### config.mk
export PLATFORM = sky130hd
export DESIGN_NAME = capture_trigger_sync_control
export DESIGN_NICKNAME = d
export VERILOG_FILES = /design/src/verilog/capture_timer.v /design/src/verilog/capture_trigger_sync_control.v
export VERILOG_INCLUDE_DIRS = /design/src /design/src/shared
export SDC_FILE = /design/constraint.sdc
export NUM_CORES = 1
export LEC_CHECK = 0
export ABC_AREA = 1
export CAP_MARGIN = 20
export CORE_MARGIN = 2
export CORE_UTILIZATION = 57
export DETAILED_ROUTE_END_ITERATION = 10
export DONT_BUFFER_PORTS = 1
export GPL_TIMING_DRIVEN = 0
export HOLD_SLACK_MARGIN = 0.06
export PLACE_DENSITY_LB_ADDON = 0.12
export SLEW_MARGIN = 20
export SYNTH_ARGS = -nofsm -noshare
export SYNTH_HDL_FRONTEND = slang
export SYNTH_SLANG_ARGS = --single-unit
export TNS_END_PERCENT = 30
### constraint.sdc
create_clock -name mclk_in -period 1.8 [get_ports mclk_in]
set_clock_uncertainty 0.05 [all_clocks]
set_input_delay 0.27 -clock mclk_in [delete_from_list [all_inputs] [get_ports mclk_in]]
set_output_delay 0.27 -clock mclk_in [all_outputs]
set_load 0.02 [all_outputs]
### src/shared/capture_trigger_map.vh
// Register offsets, field positions and reset values of the capture trigger block
`ifndef CAPTURE_TRIGGER_MAP_VH
`define CAPTURE_TRIGGER_MAP_VH

// ****************************************
// Register byte offsets
// ****************************************
`define CT_OFF_CONTROL 12'h000
`define CT_OFF_IRQ_STATUS 12'h004
`define CT_OFF_IRQ_MASK 12'h008
`define CT_OFF_TIMER 12'h00C

// ****************************************
// Control register fields
// ****************************************
`define CT_BIT_CASCADE 8
`define CT_BIT_TRIG_MODE 7
`define CT_BIT_TRIG_STATUS 6
`define CT_SEL_MSB 4
`define CT_SEL_LSB 0
`define CT_CONTROL_RESET 16'h000D
`define CT_CONTROL_WMASK 16'h01DF

// ****************************************
// Interrupt status fields
// ****************************************
`define CT_IRQ_TRIGGER 0
`define CT_IRQ_SYNC 1
`define CT_IRQ_WRAP 2
`define CT_IRQ_WIDTH 3
`define CT_IRQ_RESET 3'h0

// ****************************************
// Source selector codes
// ****************************************
`define CT_SEL_NONE 5'h00
`define CT_SEL_SEQUENCER 5'h1F

`endif

### src/verilog/capture_timer.v
// Capture timer, 16 bits alone or 32 bits when cascaded
`timescale 1ns/1ps
`default_nettype none

module capture_timer (
	// Clock and reset
	input wire mclk_in,
	input wire reset_in,
	// Control
	input wire clear_in,
	input wire run_in,
	input wire wide_in,
	// State
	output reg [31:0] count_out,
	output wire wrap_out
);

	// Terminal count depends on width
	assign wrap_out = run_in && !clear_in &&
		(wide_in ? (count_out == 32'hFFFFFFFF) : (count_out[15:0] == 16'hFFFF));

	// Count, clear takes priority, upper half held at zero when not wide
	always @(posedge mclk_in) begin
		if (reset_in || clear_in) begin
			count_out <= 32'h00000000;
		end else if (run_in) begin
			if (wide_in) begin
				count_out <= count_out + 32'h00000001;
			end else begin
				count_out <= {16'h0000, count_out[15:0] + 16'h0001};
			end
		end else if (!wide_in) begin
			count_out <= {16'h0000, count_out[15:0]};
		end
	end

endmodule

`default_nettype wire

### src/verilog/capture_trigger_sync_control.v
// Trigger, synchronization and cascade control of one capture unit
//
// Function
// - Cascade bit one pairs units into 32 bits
// - Cascade bit zero keeps units independent
// - Cascade needs the bit in both units
// - Trigger mode: selected source starts timer
// - Sync mode: source synchronizes timer to another
// - Status flag one while timer triggered, running
// - Selected source event sets status flag
// - Software reads, sets, clears flag alongside hardware
// - Five bit selector picks the source
// - Bits 15 to 9 and 5 read zero
// - One selector code for the trigger sequencer
`timescale 1ns/1ps
`default_nettype none
`include "capture_trigger_map.vh"

module capture_trigger_sync_control #(
	parameter [4:0] UNIT_INDEX = 5'h01
) (
	// Clock and reset
	input wire mclk_in,
	input wire reset_in,
	// APB slave
	input wire psel_in,
	input wire penable_in,
	input wire pwrite_in,
	input wire [11:0] paddr_in,
	input wire [31:0] pwdata_in,
	output wire pready_out,
	output reg [31:0] prdata_out,
	output reg pslverr_out,
	// Paired unit and sources
	input wire partner_cascade_in,
	input wire [30:1] source_event_in,
	input wire sequencer_trigger_in,
	// Block state
	output wire cascade_select_out,
	output wire cascade_active_out,
	output reg trigger_status_flag_out,
	output wire [31:0] capture_timer_out,
	output wire irq_out
);

	// ****************************************
	// Declarations
	// ****************************************
	reg cascade_select;
	reg trigger_mode_select;
	reg [4:0] source_selector;
	reg [`CT_IRQ_WIDTH-1:0] irq_status;
	reg [`CT_IRQ_WIDTH-1:0] irq_mask;
	reg ack;
	wire access;
	wire wr_commit;
	wire ctrl_wr;
	wire source_hit;
	wire timer_clear;
	wire timer_run;
	wire timer_wrap;
	wire addr_known;
	reg next_status;
	reg [`CT_IRQ_WIDTH-1:0] next_irq;
	wire [`CT_IRQ_WIDTH-1:0] irq_events;
	wire [15:0] control_view;
	wire status_wr;
	wire mask_wr;
	wire trigger_event;
	wire sync_event;

	// Reset view of the control register, sliced field by field so that
	// every reset load takes exactly the bits of its own field
	localparam [15:0] CONTROL_RESET = `CT_CONTROL_RESET;

	// ****************************************
	// Helper functions
	// ****************************************

	// Pick the event of the source named by the selector
	function pick_source;
		input [4:0] sel;
		input [30:1] events;
		input seq;
		begin
			if (sel == `CT_SEL_NONE) begin
				pick_source = 1'b0;
			end else if (sel == UNIT_INDEX) begin
				pick_source = 1'b0;
			end else if (sel == `CT_SEL_SEQUENCER) begin
				pick_source = seq;
			end else begin
				pick_source = events[sel];
			end
		end
	endfunction

	// Write strobe for one mapped register, refused on a bus error
	function reg_write;
		input commit;
		input err;
		input [11:0] addr;
		input [11:0] target;
		begin
			reg_write = commit && !err && (addr == target);
		end
	endfunction

	// Decode a byte address into a known register
	function addr_hit;
		input [11:0] addr;
		begin
			if (addr == `CT_OFF_CONTROL) begin
				addr_hit = 1'b1;
			end else if (addr == `CT_OFF_IRQ_STATUS) begin
				addr_hit = 1'b1;
			end else if (addr == `CT_OFF_IRQ_MASK) begin
				addr_hit = 1'b1;
			end else if (addr == `CT_OFF_TIMER) begin
				addr_hit = 1'b1;
			end else begin
				addr_hit = 1'b0;
			end
		end
	endfunction

	// ****************************************
	// APB handshake
	// ****************************************

	// One wait state: read data is registered before pready rises
	// The extra cycle keeps the read mux out of the prdata timing path,
	// at the cost of one cycle per transfer
	assign access = psel_in && penable_in;
	assign pready_out = ack;
	assign wr_commit = access && ack && pwrite_in;
	assign addr_known = addr_hit(paddr_in);

	// Per-register write strobes, all at the pready edge only
	assign ctrl_wr = reg_write(wr_commit, pslverr_out, paddr_in, `CT_OFF_CONTROL);
	assign status_wr = reg_write(wr_commit, pslverr_out, paddr_in, `CT_OFF_IRQ_STATUS);
	assign mask_wr = reg_write(wr_commit, pslverr_out, paddr_in, `CT_OFF_IRQ_MASK);

	// Ready pulses for one cycle after the first access cycle
	always @(posedge mclk_in) begin
		if (reset_in) begin
			ack <= 1'b0;
		end else begin
			ack <= access && !ack;
		end
	end

	// Error flag for unmapped addresses, valid with pready
	always @(posedge mclk_in) begin
		if (reset_in) begin
			pslverr_out <= 1'b0;
		end else if (access && !ack) begin
			pslverr_out <= !addr_known;
		end else begin
			pslverr_out <= 1'b0;
		end
	end

	// ****************************************
	// Control register
	// ****************************************

	// Reserved bits tie to zero in the read view
	assign control_view = {7'h00, cascade_select, trigger_mode_select,
		trigger_status_flag_out, 1'b0, source_selector};

	// Writable control fields
	always @(posedge mclk_in) begin
		if (reset_in) begin
			cascade_select <= CONTROL_RESET[`CT_BIT_CASCADE];
			trigger_mode_select <= CONTROL_RESET[`CT_BIT_TRIG_MODE];
			source_selector <= CONTROL_RESET[`CT_SEL_MSB:`CT_SEL_LSB];
		end else if (ctrl_wr) begin
			cascade_select <= pwdata_in[`CT_BIT_CASCADE];
			trigger_mode_select <= pwdata_in[`CT_BIT_TRIG_MODE];
			source_selector <= pwdata_in[`CT_SEL_MSB:`CT_SEL_LSB];
		end
	end

	// Cascade only when both halves of the pair agree
	assign cascade_select_out = cascade_select;
	assign cascade_active_out = cascade_select && partner_cascade_in;

	// ****************************************
	// Trigger status flag
	// ****************************************

	// Event from the chosen source
	assign source_hit = pick_source(source_selector, source_event_in,
		sequencer_trigger_in);

	// Software write first, hardware set wins
	// A clear that meets an event in one cycle loses, so no trigger is lost
	always @* begin
		next_status = trigger_status_flag_out;
		if (ctrl_wr) begin
			next_status = pwdata_in[`CT_BIT_TRIG_STATUS];
		end
		if (source_hit) begin
			next_status = 1'b1;
		end
	end

	// Flag register
	always @(posedge mclk_in) begin
		if (reset_in) begin
			trigger_status_flag_out <= 1'b0;
		end else begin
			trigger_status_flag_out <= next_status;
		end
	end

	// ****************************************
	// Capture timer control
	// ****************************************

	// Trigger mode: run only while the flag is set, else held clear
	// Sync mode: free-run, zero on every source event
	assign timer_run = trigger_mode_select ? trigger_status_flag_out : 1'b1;
	assign timer_clear = trigger_mode_select ? !trigger_status_flag_out
		: source_hit;

	// Timer core, width follows the pair state
	capture_timer u_timer (
		.mclk_in(mclk_in),
		.reset_in(reset_in),
		.clear_in(timer_clear),
		.run_in(timer_run),
		.wide_in(cascade_active_out),
		.count_out(capture_timer_out),
		.wrap_out(timer_wrap)
	);

	// ****************************************
	// Interrupts
	// ****************************************

	// Source events split by the mode that is in force
	assign trigger_event = source_hit && trigger_mode_select;
	assign sync_event = source_hit && !trigger_mode_select;

	// Events: trigger taken, sync reset, timer wrap
	assign irq_events = {timer_wrap, sync_event, trigger_event};

	// Write one clears, new event wins
	always @* begin
		next_irq = irq_status;
		if (status_wr) begin
			next_irq = irq_status & ~pwdata_in[`CT_IRQ_WIDTH-1:0];
		end
		next_irq = next_irq | irq_events;
	end

	// Status and mask registers
	always @(posedge mclk_in) begin
		if (reset_in) begin
			irq_status <= `CT_IRQ_RESET;
			irq_mask <= `CT_IRQ_RESET;
		end else begin
			irq_status <= next_irq;
			if (mask_wr) begin
				irq_mask <= pwdata_in[`CT_IRQ_WIDTH-1:0];
			end
		end
	end

	// Level output while any unmasked bit is set
	assign irq_out = |(irq_status & irq_mask);

	// ****************************************
	// Read data
	// ****************************************

	// Capture read data in the first access cycle
	always @(posedge mclk_in) begin
		if (reset_in) begin
			prdata_out <= 32'h00000000;
		end else if (access && !ack && !pwrite_in) begin
			if (paddr_in == `CT_OFF_CONTROL) begin
				prdata_out <= {16'h0000, control_view};
			end else if (paddr_in == `CT_OFF_IRQ_STATUS) begin
				prdata_out <= {29'h00000000, irq_status};
			end else if (paddr_in == `CT_OFF_IRQ_MASK) begin
				prdata_out <= {29'h00000000, irq_mask};
			end else if (paddr_in == `CT_OFF_TIMER) begin
				prdata_out <= capture_timer_out;
			end else begin
				prdata_out <= 32'h00000000;
			end
		end
	end

endmodule

`default_nettype wire

==> Word-level counts from Yosys, hierarchy flattened <==
Index checks and enable logic that the tools add are counted.
W data, S select, Z words.
{ "op_classes": {"magnitude_cmp": 1, "bitwise_logic": 5, "n_addsub": 2, "reduce_logical": 27, "eq_ne": 8, "n_mux": 22} }
{ "op_table": {"columns": ["cell", "count"], "rows": [
  ["$mux W32", 7],
  ["$add A32 B1 Y32 const B", 1],
  ["$eq A32 B32 Y1 const B", 1],
  ["$eq A12 B4 Y1 const B", 2],
  ["$add A16 B1 Y16 const B", 1],
  ["$eq A16 B16 Y1 const B", 1],
  ["$logic_and A1 B1 Y1", 14],
  ["$mux W1", 13],
  ["$eq A12 B3 Y1 const B", 1],
  ["$logic_not A12 Y1", 1],
  ["$logic_not A1 Y1", 7],
  ["$and A3 B3 Y3", 2],
  ["$lt A5 B6 Y1 const B", 1],
  ["$bmux W1 S5", 1],
  ["$eq A5 B1 Y1 const B", 1],
  ["$eq A5 B5 Y1 const B", 1],
  ["$logic_not A5 Y1", 1],
  ["$mux W3", 1],
  ["$not A3 Y3", 1],
  ["$or A3 B3 Y3", 1],
  ["$reduce_or A3 Y1", 1],
  ["$ne A2 B1 Y1 const B", 1],
  ["$reduce_bool A2 Y1", 1],
  ["$reduce_or A2 Y1", 1],
  ["2 further kinds", 2]
]} }
{ "word_totals": {"wordCells": 76, "register_bits": 80, "out_inout_bits": 70} }

==> Depth between registers and ports, before layout <==
Gate-level depths: netlist of run 1.
{ "logic_depth": {"ltp_word": 10, "ltp_mapped": 15} }

==> Hierarchy <==
Synthesis of run 1 repeated with hierarchy kept, for this count alone.
{ "hier_totals": {"cells_unflattened": 651, "hier_area_um2": 4274.1} }
{ "modules_own_cells": {"columns": ["module", "area_each_um2", "instances", "cells_each"], "rows": [
  ["capture_trigger_sync_control", 2407.3, 1, 357],
  ["capture_timer", 1866.8, 1, 294]
]} }

==> Least setup slack after synthesis of run 1 <==
OpenSTA, ideal clock, no wires.
{ "synth_path": {"kind": "flip-flop to flip-flop", "startpoint": "register u_timer.count_out[3]", "endpoint": "register u_timer.count_out[27]", "arrival_time_ns": 1.595, "path_slack_ns": 0.042, "n_path_buf": 0, "setup_time_ns": 0.114, "period_less_slack_ns": 1.758, "stages_incl_launch_ff": 12, "path_cell_list": "dfxtp_1 nand2_2 nor2_1 nand2_1 nor2_2 nand2_1 nor2_2 nand2_2 nor2_1 nand3_1 nand3_1 nor2_1"} }
{ "synth_via": {"elab_chain_len": 3} }
{ "synth_rtl": {"columns": ["element", "line_no", "rtl"], "rows": [
  ["start: declaration", "capture_timer.v:14", "output reg [31:0] count_out,"],
  ["start signal: assignment", "capture_timer.v:28", "count_out <= count_out + 32'h00000001;"],
  ["start signal: assignment", "capture_timer.v:30", "count_out <= {16'h0000, count_out[15:0] + 16'h0001};"],
  ["start signal: assignment", "capture_timer.v:33", "count_out <= {16'h0000, count_out[15:0]};"],
  ["$add A32 B1 Y32", "capture_timer.v:28", null],
  ["$mux W32", "capture_timer.v:27", "if (wide_in) begin"],
  ["$mux W32", "capture_timer.v:26", "end else if (run_in) begin"]
]} }
No other way between the ends.
A chain may end at the register's enable or synchronous reset.

==> Worst setup path after layout of run 1 <==
{ "layout_path": {"startpoint": "register u_timer.count_out[0]", "endpoint": "register u_timer.count_out[28]"} }
The elaborated chain is that of the path after synthesis.

==> results.toml, run 1 <==
[worst_setup_path]
timing.critical_path.to = "u_timer.count_out[28]"
timing.critical_path.from = "u_timer.count_out[0]"
setup.reg_to_reg.worst_slack_ns = 0.008
reg2reg_from = "u_timer.count_out[0]"
crit_arrival_ns = 2.04
worstSetupEndpointType = "flop"
critPathMaxFanout = 5
timing.critical_path.from_type = "flop"
cp.required_ns = 2.05
worst_r2r_endpoint = "u_timer.count_out[28]"
path_class = "reg -> reg"
worst_r2r_path_depth = 11

[layout]
finish.cell_count_without_fillers = 753
finish.net_count = 731
final_core_utilization_pct = 67.6
layout.cells.most_common_list = "sky130_fd_sc_hd__nand2_1, sky130_fd_sc_hd__inv_1, sky130_fd_sc_hd__nor2_1"
final_design_area_no_fill_um2 = 4830
syn2layout_area_growth_pct = 17.0
num_antenna_cells = 0
final_layout_size_suffix_gt1_share_pct = 16.1
layout_commonest_cell = "sky130_fd_sc_hd__nand2_1"

[detailed_routing]
drt_wl_total_um = 11300
dr_total_vias = 4119
drc = 0
first_iter_violations = 266
detail_route.vias_per_cell = 5.47
routedWlPerCell_um = 15.1
drt-pass1-iter-count = 6
drt.antenna.violating_nets = 0

[yosys]
post_synth_and_or_nand_nor_area_fraction_pct = 34.1
synthesis.instances = 626
syn-mean-instance-area_um2 = 6.59
yosysWarningCount = 0
synth_register_bits = 80
dominant_combinational_cell_family_by_area_after_synthesis = "simple AND/OR/NAND/NOR gates"
yosys.area_share.adder_pct = 0.303
synth_area_um2 = 4130
synth_fp_nets = 708
synth_seq_area_share_pct = 38.8
synth_compound_gate_area_share_pct = 12.7
synth_cell_types = 34
post_synthesis_share_of_cell_area_spent_on_xor_and_xnor_gates_pct = 3.40
muxShareOfSynthArea_pct = 0

[timing]
worst_slew_pin_slew_ns = 0.585
finalHoldWorstSlack_ns = 0.0672
relative_slew_slack_pct = 61.0
finalWorstPathRequiredPeriod_ns = 1.79
drv_slew = 0
timing.final.hold_violations = 0
timing.final.crit_share_pct = 99.5
achievable-frequency_mhz = 558
final-setup-viol-count = 0
rsz_0062_raised_after_global_routing = "true"

[clock_network]
cts_inserted_buffers = 9
clock_sinks = 80
root_buffer = "sky130_fd_sc_hd__clkbuf_8"
cts_buffer_depth = 2
tritoncts_clock_tree = "done"
insertion_delay_ns = 0.36
htree_num_levels = 3
clk_pin_slew_worst_paths_ns = 0.08

[floorplan]
coreArea_um2 = 7140
initial_utilization_pct = 57.8
die_height_um = 89.1
die-area_um2 = 7940
die-width_um = 89.1
io_pins = 151
core.rowCount = 31

[flow_run]
drv.max_cap_violation_count = 0

[place]
post-dp-hpwl_um = 8230
placedInstanceArea_um2 = 4250
buffer_ports.inserted = 0
gp_congestion = 0.900
placed_cells_incl_taps = 725

[grt]
grt_start_max_net_pins = 15
global_route.overflow_total = 0
grt_antenna_before_repair = 0
first_global_vias = 3568
grt_usage_pct = 27.3
grt_pass1_wl_um = 16800

[run_status]
outcome = "finished clean"

[pwr]
leakage_uw = 0.00192
share_comb_of_total_power_pct = 4.6
power_density_nw_per_um2 = 685
vdd.ir_drop.worst_mv = 0.399
seq_power_share_pct = 54.2
p_clk_share_pct = 41.2
power.internal_uw = 2510
power_switching_uw = 800
power.share.switching_pct = 24.2

[min_path]
min_path_type = "in -> reg"
-- repair_timing --
| item | 4_1_cts | 5_1_grt |
|---|---|---|
| endpoints found under the hold margin | 9 | 0 |
| pin swaps | 1 | 12 |
| setup buffers | 0 | 5 |
| resized for setup | 42 | 60 |
| setup endpoints to repair | 54 | 57 |
| hold buffers | 7 | 0 |
-- critical path, cell delays in order, from the launching register on --
cell,delay (ns)
sky130_fd_sc_hd__dfxtp_4,0.43
sky130_fd_sc_hd__ha_4,0.16
sky130_fd_sc_hd__nand2_2,0.07
sky130_fd_sc_hd__inv_2,0.10
sky130_fd_sc_hd__nand2_4,0.09
sky130_fd_sc_hd__nor2_4,0.09
sky130_fd_sc_hd__nand4_1,0.23
sky130_fd_sc_hd__inv_2,0.13
sky130_fd_sc_hd__nand2_1,0.08
sky130_fd_sc_hd__o21bai_1,0.14
sky130_fd_sc_hd__nand3_1,0.08
sky130_fd_sc_hd__nor2_1,0.08
-- per-stage QoR --
stage	power, µW	setup TNS [ns]	setup WS (ns)
after floorplan	1940	0	0.0416
after global placement	1970	-4.56	-0.265
after detailed placement	1980	-6.77	-0.282
after CTS	3320	-0.00190	-0.00190
after global routing	3430	-0.356	-0.0973
final	3310	0	0.00832
-- power by group through the flow --
stage / clock network, µW / registers [µW] / logic (µW)
global route: 1460 / 1790 / 171
CTS: 1380 / 1800 / 142
global placement: 0 / 1850 / 123
finish: 1360 / 1790 / 153
detailed placement: 0 / 1850 / 126
floorplan: 0 / 1850 / 95.8
-- cell families after synthesis --
kind of cell,Yosys count
AO/OA/AOI/OAI,90
XOR/XNOR,16
adder cells (fa/ha/maj),1
AND/OR/NAND/NOR,333
flip-flops,80
buffers and inverters,106
-- area by class of cell --
class	count	area, µm²
clock inverters	5	63.8
multi-input cells	440	2240
inverters	84	319
fillers	663	2310
well taps	99	124
plain buffers	22	154
repair buffers	12	108
clock buffers	11	141
flip-flops and latches	80	1670
-- worst min path at each step --
stage                               to  depth (start not counted)    startpoint  slack [ns]
floorplan           source_selector[0]                          2  pwdata_in[0]        0.35
global placement    source_selector[3]                          2  pwdata_in[3]        0.36
detailed placement  source_selector[0]                          2  pwdata_in[0]        0.36
CTS                        irq_mask[2]                          2  pwdata_in[2]        0.06
global route               irq_mask[2]                          2  pwdata_in[2]         0.1
finish                     irq_mask[2]                          2  pwdata_in[2]        0.07
-- synthesized netlist by cell type (all sizes together) --
cell	n	area (µm²)
a21boi	2	15.0
o221ai	3	26.3
a21oi	42	210
nand3	41	205
xor2	15	131
clkinv	2	7.51
nand2	171	657
o21ai	22	110
buf	10	82.6
xnor2	1	8.76
nor2	89	359
o211ai	14	105
ha	1	12.5
clkbuf	12	45.0
nor4	1	6.26
dfxtp	80	1600
inv	82	308
a21o	2	15.0
nand3b	1	7.51
nand4	15	93.8
o21bai	1	7.51
or2	2	12.5
o21a	1	7.51
nor3	13	65.1
o311ai	3	26.3
-- state kept, by name, summed over array words and instances, names as in the netlist --
register / flops
irq_status: 3
pslverr_out: 1
irq_mask: 3
cascade_select_out: 1
trigger_mode_select: 1
trigger_status_flag_out: 1
source_selector: 5
u_timer.count_out: 32
pready_out: 1
prdata_out: 32
-- per-layer routing --
layer	vias to the layer above	global-route usage [%]	share of wire [%]
met5	-	0	0
met4	0	7.19	1.6
met3	16	7.76	9.1
met2	166	45.1	47
met1	1882	35.3	42
li1	2055	-	-
No activity file was read; power rests on OpenSTA's default activity.
==> run 2, diff against run 1 <==
--- a/config.mk
+++ b/config.mk
@@ -7,8 +7,6 @@
 export NUM_CORES = 1
 export LEC_CHECK = 0
 export ABC_AREA = 1
-export CAP_MARGIN = 20
-export CORE_MARGIN = 2
 export CORE_UTILIZATION = 57
 export DETAILED_ROUTE_END_ITERATION = 10
 export DONT_BUFFER_PORTS = 1
==> run 2 against run 1 <==
The run now ends with setup timing left. Cell area is 1.8% higher. Clock power hardly changed. Count of clock-buffer cells in the layout is 2 lower. Core utilization is 3.5 points higher.
==> results.toml, run 2 (synthesis results as in run 1) <==
[run_status]
outcome = "complete, but fails checks"
violations = "setup timing"

[layout]
layout_commonest_cell = "sky130_fd_sc_hd__nand2_1"
layout.cells.most_common_list = "sky130_fd_sc_hd__nand2_1, sky130_fd_sc_hd__inv_1, sky130_fd_sc_hd__nor2_1"
final_layout_size_suffix_gt1_share_pct = 19.1
layout_top_registers = "prdata_out x32, u_timer.count_out x32, source_selector x5"
final_core_utilization_pct = 71.1
finish.net_count = 735
num_antenna_cells = 0
syn2layout_area_growth_pct = 19.1
finish.cell_count_without_fillers = 754

[grt]
global_route.overflow_total = 0
gr-usage-met2_pct = 45.9
grt_usage_pct = 29.1
gr-max-usage-layer = "met2"
grt.met1_usage_pct = 39.1
grt_start_max_net_pins = 16
grt_antenna_before_repair = 0
grt_pass1_wl_um = 17100
first_global_vias = 3662
grt_use_met3_pct = 6.73

[clock_network]
clk_pin_slew_worst_paths_ns = 0.09
cts_buffer_depth = 2
cts_inserted_buffers = 9
htree_num_levels = 3
insertion_delay_ns = 0.37
root_buffer = "sky130_fd_sc_hd__clkbuf_8"
tritoncts_clock_tree = "done"
clock_sinks = 80

[timing]
final_critical_path_setup_slack_ns = -0.0188
finalWorstPathRequiredPeriod_ns = 1.82
timing.final.crit_share_pct = 101
relative_slew_slack_pct = 63.8
achievable-frequency_mhz = 550
rsz_0062_raised_after_global_routing = "true"
final-setup-viol-count = 1
drv_slew = 0
timing.final.hold_violations = 0
worst_slew_pin_slew_ns = 0.544

[floorplan]
die-area_um2 = 7580
initial_utilization_pct = 59.7
coreArea_um2 = 6910
io_pins = 151
die_height_um = 87.1
core.rowCount = 30
die-width_um = 87.1

[detailed_routing]
drt_wl_total_um = 11300
detail_route.vias_per_cell = 5.51
dr_total_vias = 4152
routedWlPerCell_um = 15.0
drc = 0
drt-pass1-iter-count = 6
drt.antenna.violating_nets = 0
first_iter_violations = 283

[flow_run]
drv.max_cap_violation_count = 0

[worst_setup_path]
crit_arrival_ns = 2.06
timing.critical_path.from_type = "flop"
path_cells = "buf_2 -> nor2_4 -> nand2_1 -> nand4_1 -> nand3_2 -> nand2_1 -> nand2_1 -> nand2_2 -> nand2_4 -> nand2_8 -> buf_8 -> nor2_1"
critical_path_buf_inv_count = 2
crit_path_max_incr_delay_ns = 0.35
critPathMaxFanout = 10
cpLargestDelayFamily = "simple AND/OR/NAND/NOR gates"
path_class = "reg -> reg"
cp.required_ns = 2.04
crit_path_frequent_cell = "sky130_fd_sc_hd__nand2_1"
worstSetupEndpointType = "flop"
slowest_stage = "sky130_fd_sc_hd__dfxtp_1"

[place]
gp_congestion = 0.848
placed_cells_incl_taps = 722
buffer_ports.inserted = 0
post-dp-hpwl_um = 7870

[min_path]
min_path_type = "in -> reg"

[pwr]
vdd.ir_drop.worst_mv = 0.458
power_density_nw_per_um2 = 679
leakage_uw = 0.00194
==> run 2: cell types whose count changed in the layout (fill, tap and decap cells not counted), sizes merged <==
| cell | previous run | this run |
|---|---|---|
| buf | 15 | 20 |
| dlygate4sd3 | 7 | 4 |
| clkinv | 2 | 4 |
| clkinvlp | 2 | 1 |
| inv | 84 | 85 |
==> run 2: layout make-up <==
class / instances / area, µm²
buffer: 22 / 151
clock buffer: 9 / 124
clock inverter: 7 / 77.6
fill: 612 / 1990
inverter: 84 / 318
multi-input combinational: 440 / 2290
sequential: 80 / 1670
tap: 96 / 120
timing repair buffer: 16 / 166
==> run 2: per-stage QoR <==
step           instance area (µm²)  hold WS, ns  total power (µW)  setup WS (ns)  setup TNS, ns
3_5_place_dp                  4250        0.360              1980         -0.339          -6.43
2_1_floorplan                 4130        0.350              1940         0.0416              0
3_3_place_gp                  4250        0.361              1970         -0.291          -4.57
4_1_cts                       4580       0.0604              3310        0.00966              0
6_report                      4910       0.0551              3340        -0.0188        -0.0188
5_1_grt                       4910       0.0719              3450         -0.139          -2.55
==> run 2: where the power goes <==
| part | switching (µW) | total, µW | internal [µW] |
|---|---|---|---|
| sequential | 30.1 | 1800 | 1770 |
| combinational | 104 | 170 | 65.6 |
| clock | 717 | 1370 | 655 |
| total | 851 | 3340 | 2490 |
==> run 2: final timing paths <==
path / slack (ns) / start / to / cells after the start
hold reg to reg: 0.42 / trigger_mode_select / irq_status[0] / 2
setup reg to reg: -0.02 / source_selector[1] / u_timer.count_out[26] / 12
setup / recovery: -0.02 / source_selector[1] / u_timer.count_out[26] / 12
hold / removal: 0.06 / pwdata_in[8] / cascade_select_out / 2
==> run 2: timing repair <==
item,in CTS,in global routing
setup endpoints to repair,55,51
setup buffers,0,9
gates resized for setup,47,67
hold endpoints to repair,4,0
cloned,0,3
pin swaps,1,16
hold buffers,4,0
==> run 2: routing by layer <==
| layer | vias up | routed length (µm) |
|---|---|---|
| li1 | 2061 | - |
| met1 | 1899 | 4990 |
| met2 | 169 | 5160 |
| met3 | 23 | 967 |
| met4 | 0 | 228 |
| met5 | - | 0 |
==> run 3, diff against run 2 <==
--- a/config.mk
+++ b/config.mk
@@ -7,7 +7,7 @@
 export NUM_CORES = 1
 export LEC_CHECK = 0
 export ABC_AREA = 1
-export CORE_UTILIZATION = 57
+export CORE_UTILIZATION = 30
 export DETAILED_ROUTE_END_ITERATION = 10
 export DONT_BUFFER_PORTS = 1
 export GPL_TIMING_DRIVEN = 0
==> constraint.sdc (replaced) <==
create_clock -name mclk_in -period 1.8 [get_ports mclk_in]
set_clock_uncertainty 0.05 [all_clocks]
set_input_delay 0.27 -clock mclk_in [delete_from_list [all_inputs] [get_ports mclk_in]]
set_output_delay 0.27 -clock mclk_in [all_outputs]
set_load 0.05 [all_outputs]
==> run 3 against run 2 <==
The run still ends with setup timing left. Via count hardly changed. Cell count up 11%. Maximum frequency shrank 0.92%. Combinational power up 4%. Register-to-register slack worse by 0.02 ns. Sequential share of layout area is 1.1 points lower. Wire length increased by 15%. Critical path type unchanged.
==> results.toml, run 3 (synthesis results as in run 1) <==
[worst_setup_path]
timing.critical_path.from_type = "flop"
cpLargestDelayFamily = "simple AND/OR/NAND/NOR gates"
path_cells = "ha_4 -> nand2_4 -> inv_2 -> nand2_4 -> nor2_4 -> nand4_1 -> inv_2 -> nand2_2 -> o21bai_1 -> nand3_1 -> nor2_1"
setup.reg_to_reg.worst_slack_ns = -0.04
crit_path_max_incr_delay_ns = 0.48
path_class = "reg -> reg"
critPathMaxFanout = 5
worstSetupEndpointType = "flop"
crit_arrival_ns = 2.06
critical_path_buf_inv_count = 2
slowest_stage = "sky130_fd_sc_hd__dfxtp_4"
cp.required_ns = 2.03

[layout]
layout.cells.most_common_list = "sky130_fd_sc_hd__nand2_1, sky130_fd_sc_hd__inv_1, sky130_fd_sc_hd__nor2_1"
layout_commonest_cell = "sky130_fd_sc_hd__nand2_1"
syn2layout_area_growth_pct = 27.0
final_design_area_no_fill_um2 = 5240
final_layout_size_suffix_gt1_share_pct = 20.8
finish.cell_count_without_fillers = 835
finish.net_count = 736
final_core_utilization_pct = 39.3
num_antenna_cells = 0
layout_top_registers = "prdata_out x32, u_timer.count_out x32, source_selector x5"

[detailed_routing]
routedWlPerCell_um = 15.6
routed-wl-met3_um = 1060
drt.antenna.violating_nets = 0
dr_total_vias = 4156
drt-pass1-iter-count = 4
topRoutingLayerUsed = "met4"
detail_route.vias_per_cell = 4.98
total_length_of_routed_met2_wires_um = 5650
drc = 0
drt_wl_total_um = 13000
drt-met1-wl_um = 6010
first_iter_violations = 258

[timing]
timing.final.crit_share_pct = 102
final-setup-viol-count = 1
rsz_0062_raised_after_global_routing = "true"
timing.final.hold_violations = 0
relative_slew_slack_pct = 54.4
worst_slew_pin_slew_ns = 0.684
final_critical_path_setup_slack_ns = -0.0357
drv_slew = 0
setup_total_negative_slack_ns = -0.0357
achievable-frequency_mhz = 545
finalWorstPathRequiredPeriod_ns = 1.84

[run_status]
violations = "setup timing"
outcome = "complete, but fails checks"

[floorplan]
coreArea_um2 = 13300
die-area_um2 = 14200
initial_utilization_pct = 30.9
die_height_um = 119
die-width_um = 119
io_pins = 151
core.rowCount = 42

[grt]
grt_usage_pct = 18.6
first_global_vias = 3866
grt_pass1_wl_um = 20500
grt_antenna_before_repair = 0
grt_start_max_net_pins = 14
global_route.overflow_total = 0

[pwr]
vdd.ir_drop.worst_mv = 0.362
share_comb_of_total_power_pct = 4.5
p_clk_share_pct = 50.1
power.internal_uw = 3060
total_power_uw = 3960
leakage_uw = 0.00207
power_density_nw_per_um2 = 756
seq_power_share_pct = 45.4
power_switching_uw = 900
power.share.switching_pct = 22.7

[clock_network]
root_buffer = "sky130_fd_sc_hd__clkbuf_16"
tritoncts_clock_tree = "done"
cts_inserted_buffers = 9
cts_buffer_depth = 2
clk_pin_slew_worst_paths_ns = 0.06
clock_sinks = 80
insertion_delay_ns = 0.34
htree_num_levels = 3

[place]
placed_cells_incl_taps = 802
placedInstanceArea_um2 = 4370
post-dp-hpwl_um = 9610
gp_congestion = 0.880
buffer_ports.inserted = 0

[flow_run]
drv.max_cap_violation_count = 0

[min_path]
min_path_type = "in -> reg"
## run 3: stage by stage
step	hold slack [ns]	setup WS, ns
floorplan	0.350	-0.0139
global placement	0.366	-0.501
detailed placement	0.370	-0.516
CTS	0.0774	-0.0249
global route	0.115	-0.134
finish	0.0896	-0.0357
## run 3: routing by layer
layer | GRT usage, % | up-vias
met3 | 4.93 | 21
met4 | 7.52 | 0
met1 | 24.8 | 1917
li1 | - | 2075
met2 | 28.2 | 143
met5 | 0 | -
## run 3: final timing paths
check,cells past startpoint,startpoint,endpoint
hold reg to reg,2,trigger_mode_select,irq_status[0]
setup reg to reg,11,u_timer.count_out[0],u_timer.count_out[28]
setup / recovery,11,u_timer.count_out[0],u_timer.count_out[28]
hold / removal,2,pwdata_in[0],irq_mask[0]
## run 3: area by class of cell
type | instances | area (µm²)
Multi-Input combinational cell | 440 | 2290
Buffer | 22 | 170
Timing Repair Buffer | 17 | 194
Fill cell | 1428 | 8110
Sequential cell | 80 | 1720
Clock buffer | 11 | 243
Tap cell | 176 | 220
Inverter | 84 | 319
Clock inverter | 5 | 80.1
## run 3: what timing repair did
item,in CTS,in global routing
buffers inserted,2,8
endpoints found under the hold margin,4,0
hold buffers,4,0
cloned,0,3
setup endpoints to repair,63,58
pin swaps,3,17
gates resized for setup,66,67
## run 3: power groups by stage
stage / registers (µW) / logic (µW) / clock network (µW)
6_report: 1800 / 177 / 1990
3_5_place_dp: 1880 / 130 / 0
3_3_place_gp: 1880 / 128 / 0
2_1_floorplan: 1870 / 95.8 / 0
5_1_grt: 1800 / 197 / 2100
4_1_cts: 1810 / 142 / 2030
